[src/verilog/dma_end_regs.svh]
// register offsets, field positions and reset values of the two-channel
// transfer-end control block; included by the main module, the checker and the bench
`ifndef DMA_END_REGS_SVH
`define DMA_END_REGS_SVH

`define CTRL0_OFS      8'h00
`define VEC0_OFS       8'h04
`define CTRL1_OFS      8'h08
`define VEC1_OFS       8'h0C

`define SENSE_POS      6
`define POLARITY_POS   5
`define BUS_HOLD_POS   4
`define ADDR_MODE_POS  3
`define IRQ_EN_POS     2
`define END_FLAG_POS   1
`define CHAN_EN_POS    0

`define CTRL_RESET     8'h00
`define VEC_WIDTH      8

`endif

[src/verilog/dma_end_pkg.sv]
// types shared by the transfer-end control block and its request detector
// assumes dma_end_regs.svh on the include path
package dma_end_pkg;

	typedef enum logic {CH_IDLE, CH_UNIT} chan_state_t;

	typedef struct packed {
		logic        request_sense_select;
		logic        request_polarity;
		logic        bus_hold_mode;
		logic        address_count_mode;
		logic        end_irq_enable;
		logic        transfer_end_flag;
		logic        channel_enable;
		logic        end_flag_armed;
		logic        bursting;
		chan_state_t state;
	} chan_t;

	typedef struct packed {
		logic prev_level;
		logic edge_seen;
	} sense_t;

endpackage

[src/verilog/request_sense.sv]
// request detector of one channel: level or edge, either polarity
// assumes the request input is synchronous to REF_CLK
`timescale 1ns/1ns
`default_nettype none

module request_sense
(
	input  wire logic clk,
	input  wire logic rst_n,
	input  wire logic req_in,
	input  wire logic sense_edge,
	input  wire logic polarity,
	input  wire logic consume,
	output logic      req_active
);

	dma_end_pkg::sense_t s_reg;
	dma_end_pkg::sense_t s_next;
	logic                asserted;
	logic                edge_hit;

	always_comb
	begin
		// polarity 1 means high level or rising edge
		asserted = polarity ? req_in : ~req_in;
		edge_hit = polarity ? (req_in & ~s_reg.prev_level) : (~req_in & s_reg.prev_level);
		s_next = s_reg;
		s_next.prev_level = req_in;
		// a new edge in the consuming cycle stays pending
		if (consume)
			s_next.edge_seen = 1'b0;
		if (edge_hit && sense_edge)
			s_next.edge_seen = 1'b1;
		req_active = sense_edge ? s_reg.edge_seen : asserted;
	end

	always_ff @(posedge clk or negedge rst_n)
	begin
		if (!rst_n)
			s_reg <= '0;
		else
			s_reg <= s_next;
	end

endmodule // request_sense

`default_nettype wire

[src/verilog/dma_end_ctrl.sv]
// two-channel control and transfer-end interrupt logic of a DMA controller
// assumes an outside datapath that moves one unit per UNIT_GO and answers
// with UNIT_DONE, and an operation register that supplies the enable/abort levels
`timescale 1ns/1ns
`default_nettype none

`include "dma_end_regs.svh"

module dma_end_ctrl
#(
	parameter int CHANNELS = 2
)
(
	input  wire logic                                REF_CLK,
	input  wire logic                                RST_N,
	input  wire logic                                STANDBY,
	input  wire logic                                MODULE_STANDBY,
	input  wire logic [7:0]                          ADDR,
	input  wire logic [31:0]                         WDATA,
	input  wire logic                                WR,
	input  wire logic                                RD,
	output logic      [31:0]                         RDATA,
	input  wire logic                                MASTER_DMA_ENABLE,
	input  wire logic                                NONMASKABLE_ABORT_FLAG,
	input  wire logic                                ADDR_ERROR_FLAG,
	input  wire logic [CHANNELS-1:0]                 AUTO_REQUEST,
	input  wire logic [CHANNELS-1:0]                 TRANSFER_REQUEST_IN,
	input  wire logic [CHANNELS-1:0]                 UNIT_DONE,
	input  wire logic [CHANNELS-1:0]                 COUNT_REMAINING_ZERO,
	output logic      [CHANNELS-1:0]                 UNIT_GO,
	output logic      [CHANNELS-1:0]                 CHANNEL_BUSY,
	output logic      [CHANNELS-1:0]                 BURST_MODE,
	output logic      [CHANNELS-1:0]                 SINGLE_ADDRESS,
	output logic      [CHANNELS-1:0]                 END_IRQ_REQUEST,
	output logic      [CHANNELS-1:0][`VEC_WIDTH-1:0] END_VECTOR
);

	// ----------------------------------------------------------------
	// state
	// ----------------------------------------------------------------
	dma_end_pkg::chan_t [CHANNELS-1:0]                 ch_reg;
	dma_end_pkg::chan_t [CHANNELS-1:0]                 ch_next;
	logic               [CHANNELS-1:0][`VEC_WIDTH-1:0] vec_reg;
	logic               [CHANNELS-1:0][`VEC_WIDTH-1:0] vec_next;
	logic               [31:0]                         rdata_reg;
	logic               [31:0]                         rdata_next;
	logic               [CHANNELS-1:0]                 req_active;
	logic               [CHANNELS-1:0]                 consume;
	logic               [CHANNELS-1:0]                 go;

	// ----------------------------------------------------------------
	// request detectors, one per channel
	// ----------------------------------------------------------------
	genvar gi;
	generate
		for (gi = 0; gi < CHANNELS; gi++)
		begin : g_sense
			request_sense u_sense
			(
				.clk        (REF_CLK),
				.rst_n      (RST_N),
				.req_in     (TRANSFER_REQUEST_IN[gi]),
				.sense_edge (ch_reg[gi].request_sense_select),
				.polarity   (ch_reg[gi].request_polarity),
				.consume    (consume[gi]),
				.req_active (req_active[gi])
			);
		end
	endgenerate

	// ----------------------------------------------------------------
	// channel control, register access
	// ----------------------------------------------------------------
	function automatic logic [7:0] ctrl_image(input dma_end_pkg::chan_t c);
		logic [7:0] v;
		v = `CTRL_RESET;
		v[`SENSE_POS]     = c.request_sense_select;
		v[`POLARITY_POS]  = c.request_polarity;
		v[`BUS_HOLD_POS]  = c.bus_hold_mode;
		v[`ADDR_MODE_POS] = c.address_count_mode;
		v[`IRQ_EN_POS]    = c.end_irq_enable;
		v[`END_FLAG_POS]  = c.transfer_end_flag;
		v[`CHAN_EN_POS]   = c.channel_enable;
		return v;
	endfunction

	always_comb
	begin
		logic       ctrl_hit;
		logic       vec_hit;
		logic       start_ok;
		logic       want;
		logic       stop;
		logic       set_end;
		logic [7:0] ctrl_ofs;
		logic [7:0] vec_ofs;
		ctrl_hit   = 1'b0;
		vec_hit    = 1'b0;
		start_ok   = 1'b0;
		want       = 1'b0;
		stop       = 1'b0;
		set_end    = 1'b0;
		ctrl_ofs   = 8'h00;
		vec_ofs    = 8'h00;
		ch_next    = ch_reg;
		vec_next   = vec_reg;
		rdata_next = 32'h0000_0000;   // unmapped reads answer zero
		consume    = '0;
		go         = '0;
		for (int c = 0; c < CHANNELS; c++)
		begin
			ctrl_ofs = c[0] ? `CTRL1_OFS : `CTRL0_OFS;
			vec_ofs  = c[0] ? `VEC1_OFS : `VEC0_OFS;
			ctrl_hit = (ADDR == ctrl_ofs);
			vec_hit  = (ADDR == vec_ofs);

			// aborts and enables are looked at on every cycle
			stop     = ~ch_reg[c].channel_enable | ~MASTER_DMA_ENABLE
			           | NONMASKABLE_ABORT_FLAG | ADDR_ERROR_FLAG;
			start_ok = ~stop & ~ch_reg[c].transfer_end_flag & ~MODULE_STANDBY;
			want     = AUTO_REQUEST[c] | ch_reg[c].bursting | req_active[c];
			set_end  = 1'b0;

			case (ch_reg[c].state)
				dma_end_pkg::CH_IDLE:
				begin
					if (stop)
						ch_next[c].bursting = 1'b0;
					else if (start_ok && want)
					begin
						go[c]                = 1'b1;
						consume[c]           = 1'b1;
						// burst keeps the bus once the first request is seen
						ch_next[c].bursting  = ch_reg[c].bus_hold_mode;
						ch_next[c].state     = dma_end_pkg::CH_UNIT;
					end
				end
				dma_end_pkg::CH_UNIT:
				begin
					if (stop)
					begin
						// aborted: flag stays clear whatever the count
						ch_next[c].bursting = 1'b0;
						ch_next[c].state    = dma_end_pkg::CH_IDLE;
					end
					else if (UNIT_DONE[c])
					begin
						ch_next[c].state = dma_end_pkg::CH_IDLE;
						if (COUNT_REMAINING_ZERO[c])
						begin
							set_end             = 1'b1;
							ch_next[c].bursting = 1'b0;
						end
					end
				end
				default:
					ch_next[c].state = dma_end_pkg::CH_IDLE;
			endcase

			if (RD && ctrl_hit)
			begin
				rdata_next[7:0] = ctrl_image(ch_reg[c]);
				// reading the flag as 1 arms the clearing write
				if (ch_reg[c].transfer_end_flag)
					ch_next[c].end_flag_armed = 1'b1;
			end
			if (RD && vec_hit)
				rdata_next[`VEC_WIDTH-1:0] = vec_reg[c];

			if (WR && ctrl_hit)
			begin
				ch_next[c].request_sense_select = WDATA[`SENSE_POS];
				ch_next[c].request_polarity     = WDATA[`POLARITY_POS];
				ch_next[c].bus_hold_mode        = WDATA[`BUS_HOLD_POS];
				ch_next[c].address_count_mode   = WDATA[`ADDR_MODE_POS];
				ch_next[c].end_irq_enable       = WDATA[`IRQ_EN_POS];
				ch_next[c].channel_enable       = WDATA[`CHAN_EN_POS];
				if (ch_reg[c].end_flag_armed && !WDATA[`END_FLAG_POS])
				begin
					ch_next[c].transfer_end_flag = 1'b0;
					ch_next[c].end_flag_armed    = 1'b0;
				end
			end
			// only the low byte holds state; the top vector bit is software's care
			if (WR && vec_hit)
				vec_next[c] = WDATA[`VEC_WIDTH-1:0];

			// a completion in the clearing cycle wins
			if (set_end)
				ch_next[c].transfer_end_flag = 1'b1;

			// standby clears the control word but never the vector
			if (STANDBY)
				ch_next[c] = '0;
		end
	end

	// ----------------------------------------------------------------
	// registers
	// ----------------------------------------------------------------
	always_ff @(posedge REF_CLK or negedge RST_N)
	begin
		if (!RST_N)
		begin
			ch_reg    <= '0;
			rdata_reg <= 32'h0000_0000;
		end
		else
		begin
			ch_reg    <= ch_next;
			rdata_reg <= rdata_next;
		end
	end

	// no reset on purpose: the vector survives chip reset and standby
	always_ff @(posedge REF_CLK)
	begin
		vec_reg <= vec_next;
	end

	// ----------------------------------------------------------------
	// outputs
	// ----------------------------------------------------------------
	always_comb
	begin
		for (int c = 0; c < CHANNELS; c++)
		begin
			CHANNEL_BUSY[c]    = (ch_reg[c].state == dma_end_pkg::CH_UNIT);
			BURST_MODE[c]      = ch_reg[c].bus_hold_mode;
			SINGLE_ADDRESS[c]  = ch_reg[c].address_count_mode;
			END_IRQ_REQUEST[c] = ch_reg[c].transfer_end_flag & ch_reg[c].end_irq_enable;
		end
	end

	// vector is unknown until written, as software must program it
	assign END_VECTOR = vec_reg;
	assign UNIT_GO    = go;
	assign RDATA      = rdata_reg;

endmodule // dma_end_ctrl

`default_nettype wire

[config.mk]
export PLATFORM = sky130hd
export DESIGN_NAME = dma_end_ctrl
export DESIGN_NICKNAME = d
export VERILOG_FILES = /design/src/verilog/dma_end_pkg.sv /design/src/verilog/request_sense.sv /design/src/verilog/dma_end_ctrl.sv
export VERILOG_INCLUDE_DIRS = /design/src /design/src/verilog
export SDC_FILE = /design/constraint.sdc
export NUM_CORES = 1
export LEC_CHECK = 0
export BUFFER_PORTS_ARGS = -buffer_cell sky130_fd_sc_hd__buf_2
export CAP_MARGIN = 10
export CORE_MARGIN = 2
export CORE_UTILIZATION = 46
export CTS_CLUSTER_SIZE = 14
export DETAILED_ROUTE_END_ITERATION = 6
export PLACE_DENSITY = 0.87
export SLEW_MARGIN = 30
export SYNTH_ARGS = -nofsm -noshare
export SYNTH_HDL_FRONTEND = slang
export SYNTH_SLANG_ARGS = --single-unit
export TNS_END_PERCENT = 20
[constraint.sdc]
create_clock -name REF_CLK -period 1.8 [get_ports REF_CLK]
set_input_delay 0.36 -clock REF_CLK [delete_from_list [all_inputs] [get_ports REF_CLK]]
set_output_delay 0.36 -clock REF_CLK [all_outputs]
set_load 0.05 [all_outputs]
==> impl_results.md <==
* Port buffer count at 66
* Multi-input logic area at 953 um2
* Commonest cells in the netlist: 32 x buf_4, 32 x dfrtp_1, 19 x nor2_1
* Top FF cell, synth: dfrtp_1
* Hold WC Path Type: in2async
* Max Freq at 542 MHz
* Final period utilization at 1.02
* Max reg flops at 16
* Worst endpoint required time at 1.44 ns
* Power Dens Cells at 729 nW/um2
* Global-route wire length before repair at 8910 um
* Global Route Usage Sum at 0.195
* Fin worst setup slack at -0.0445 ns
* CTS Root Cell: clkbuf_8
* Final wirelength at 5480 um
* Syn Area/Cell at 12.2 um2
* Post-synth EDFFs at 16
* CTS Sinks at 48
* Post-synthesis sequential area ratio at 0.529
* Post-synthesis compound-gate area fraction at 0.0506
* Slew headroom at 0.518
* Status: finished with violations
* Core area at 5110 um2
* Vias per inst at 5.01
* Max cap viols at 0
* DIE HEIGHT at 76.5 um
* Vias at 1767
* Clock power frac at 0.362
* Die width at 76.5 um
* CTS max path bufs at 2
* Pins Over Slew Limit at 0
* Net Switching at 0.000566 W
* Largest family of logic cells by synthesized area: simple AND/OR/NAND/NOR gates
* VDD IR max at 0.000386 V
* Clock Skew at 0.00397 ns
* Sw frac at 0.260
* RSZ-0062 raised after global routing: yes
* Vias in the first global route at 1822
* CTS tree: yes
* Gr ovfl total at 0
* CP Capture Type: output port
* Slew @ Worst Pin at 0.724 ns
* Latest clock arrival within the worst-skew pair at 0.30 ns
* Top cells by area, synth: dfrtp_1 33%, edfxtp_1 20%, buf_4 9.9%
* Antenna cells at 0
* Post-Synth Simple-Gate Area at 0.168
* Filler cell count in the final layout at 427
* Initial core utilization at 0.474
* Register area at 1280 um2
* CP max FO at 5
* Number of synthesized register bits at 48
* Net count, final at 339
* Clk pin slew, worst setup/hold paths at 0.09 ns
* First drt pass iteration count at 4
* Setup violators final at 2
* Async S/R FF share, synth at 0.667
* Top-area cell type share of the netlist area at 0.331
* Largest net degree at the start of global routing at 33
* Layout area overhead at 23.3%
* Site Rows at 26
* Pint at 0.00161 W
* GPL Wtd Cong at 0.861
* Mapped Area at 2420 um2
* Share of layout cells above drive strength 1 at 0.431
* Hold slack final at 0.111 ns
* Min Clock Period, post-route at 1.84 ns
* Setup crit start kind: flip-flop
* Synth Area in Adders at 0
* Crit path kind: reg2out
* Logic pwr share at 0.117
* Cells after Synth at 199
* Worst Path Arrival at 1.48 ns
* Largest area contributor in the netlist: dfrtp_1
* Die area at 5860 um2
* Xor/xnor cell area share of the yosys netlist at 0.00724
* Cts hold-fix bufs at 0
* HPWL Detailed at 3910 um
* H-tree levels at 2
* Wire per inst at 15.5 um
* Tot Pwr at 0.00218 W
* Post-synthesis mux area share at 0.119
* I/O pin total at 115
* Cts bufs inserted at 5
* Warnings, synthesis at 0
* Sequential share of power at 0.521
* Initial antenna violation count at 0
* Post-route DRC at 0
* Static leakage at 1.50 nW
* Failing checks: setup timing
* Final hold violation count at 0
* Routed Antenna Nets at 0
* Post-synthesis cell type count at 37
* 1st-iter DRT viols at 187
## area by class of cell
class                           count  share of cell area
Multi-Input combinational cell    134               0.319
Clock inverter                      3              0.0155
Inverter                            4             0.00503
Clock buffer                        5              0.0231
Sequential cell                    48               0.430
Timing Repair Buffer               89               0.178
Tap cell                           70              0.0293
## stage by stage
| step | worst slack (ns) | setup TNS, ns | utilization | instances | area (um2) |
|---|---|---|---|---|---|
| after floorplan | -0.199 | -3.18 | - | 222 | 2510 |
| after global placement | 0.0631 | 0 | 0.544 | 339 | 2780 |
| after detailed placement | 0.0242 | 0 | 0.544 | 339 | 2780 |
| after CTS | -0.0177 | -0.0177 | 0.580 | 353 | 2960 |
| after global routing | -0.117 | -0.166 | 0.585 | 353 | 2990 |
| final | -0.0445 | -0.0566 | 0.585 | 353 | 2990 |
## final timing paths
check | startpoint | endpoint | slack (ns) | cells after the start
worst max-delay path | ch_reg[19]$_DFFE_PN0P_ | UNIT_GO[1] | -0.04 | 5
min in group REF_CLK | TRANSFER_REQUEST_IN[1] | g_sense[1].u_sense.s_reg[1]$_DFF_PN0_ | 0.21 | 1
worst min register to register | g_sense[1].u_sense.s_reg[0]$_DFFE_PN0P_ | g_sense[1].u_sense.s_reg[0]$_DFFE_PN0P_ | 0.52 | 1
max in group asynchronous | RST_N | ch_reg[4]$_DFFE_PN0P_ | 1.19 | 1
worst max register to register | ch_reg[8]$_DFFE_PN0P_ | CHANNEL_BUSY[0]$_DFF_PN0_ | 0.19 | 9
worst min-delay path | RST_N | ch_reg[4]$_DFFE_PN0P_ | 0.11 | 1
## power groups by stage
stage                     sequential, W  combinational (W)  clock, W
after CTS                       0.00113           0.000251  0.000799
final                           0.00113           0.000256  0.000788
after detailed placement        0.00116           0.000242         0
after floorplan                 0.00116           0.000205         0
after global placement          0.00116           0.000238         0
after global routing            0.00113           0.000271  0.000842
## cell families after synthesis
| logic type | Yosys count |
|---|---|
| compound gates | 20 |
| flops | 48 |
| other cells | 1 |
| xor+xnor | 2 |
| mux | 20 |
| buf+inv | 40 |
| simple gates | 68 |
## layout by cell type, fill, tap and decap left out, types with 2 or more instances in the layout
| cell type | instances |
|---|---|
| buf_4 | 22 |
| clkbuf_8 | 5 |
| buf_2 | 64 |
| or3_1 | 2 |
| nand2b_1 | 2 |
| nand3_1 | 5 |
| nand3b_1 | 3 |
| a21oi_1 | 7 |
| edfxtp_1 | 16 |
| nor2_1 | 19 |
| mux4_2 | 7 |
| nor3b_1 | 2 |
| mux2i_1 | 13 |
| nand2_1 | 10 |
| o41ai_1 | 2 |
| xor2_1 | 2 |
| nand4_2 | 2 |
| nor2b_1 | 2 |
| o21ai_0 | 5 |
| and2b_2 | 7 |
| inv_1 | 3 |
| conb_1 | 24 |
| dfrtp_1 | 31 |
| and2_1 | 2 |
| nor3_1 | 4 |
## what timing repair did
action | 4_1_cts | 5_1_grt
endpoints found under the setup margin | 2 | 3
pin swaps | 3 | 1
gates resized for setup | 7 | 7
setup buffers | 6 | 0
gates cloned | 0 | 0
## metal layers
layer	global-route usage	vias to the layer above	routed length, um
met5	0	-	0
met4	0.0509	0	87
met3	0.0486	11	315
met2	0.355	74	2920
met1	0.229	869	2160
li1	-	813	-
## critical path, stage by stage (launching register included)
cell      delay [ns]
dfrtp_1         0.44
a211oi_1        0.32
o21ai_2         0.12
nand2_1         0.12
inv_2           0.05
buf_8           0.14
No activity file was read; power rests on OpenSTA's default activity.
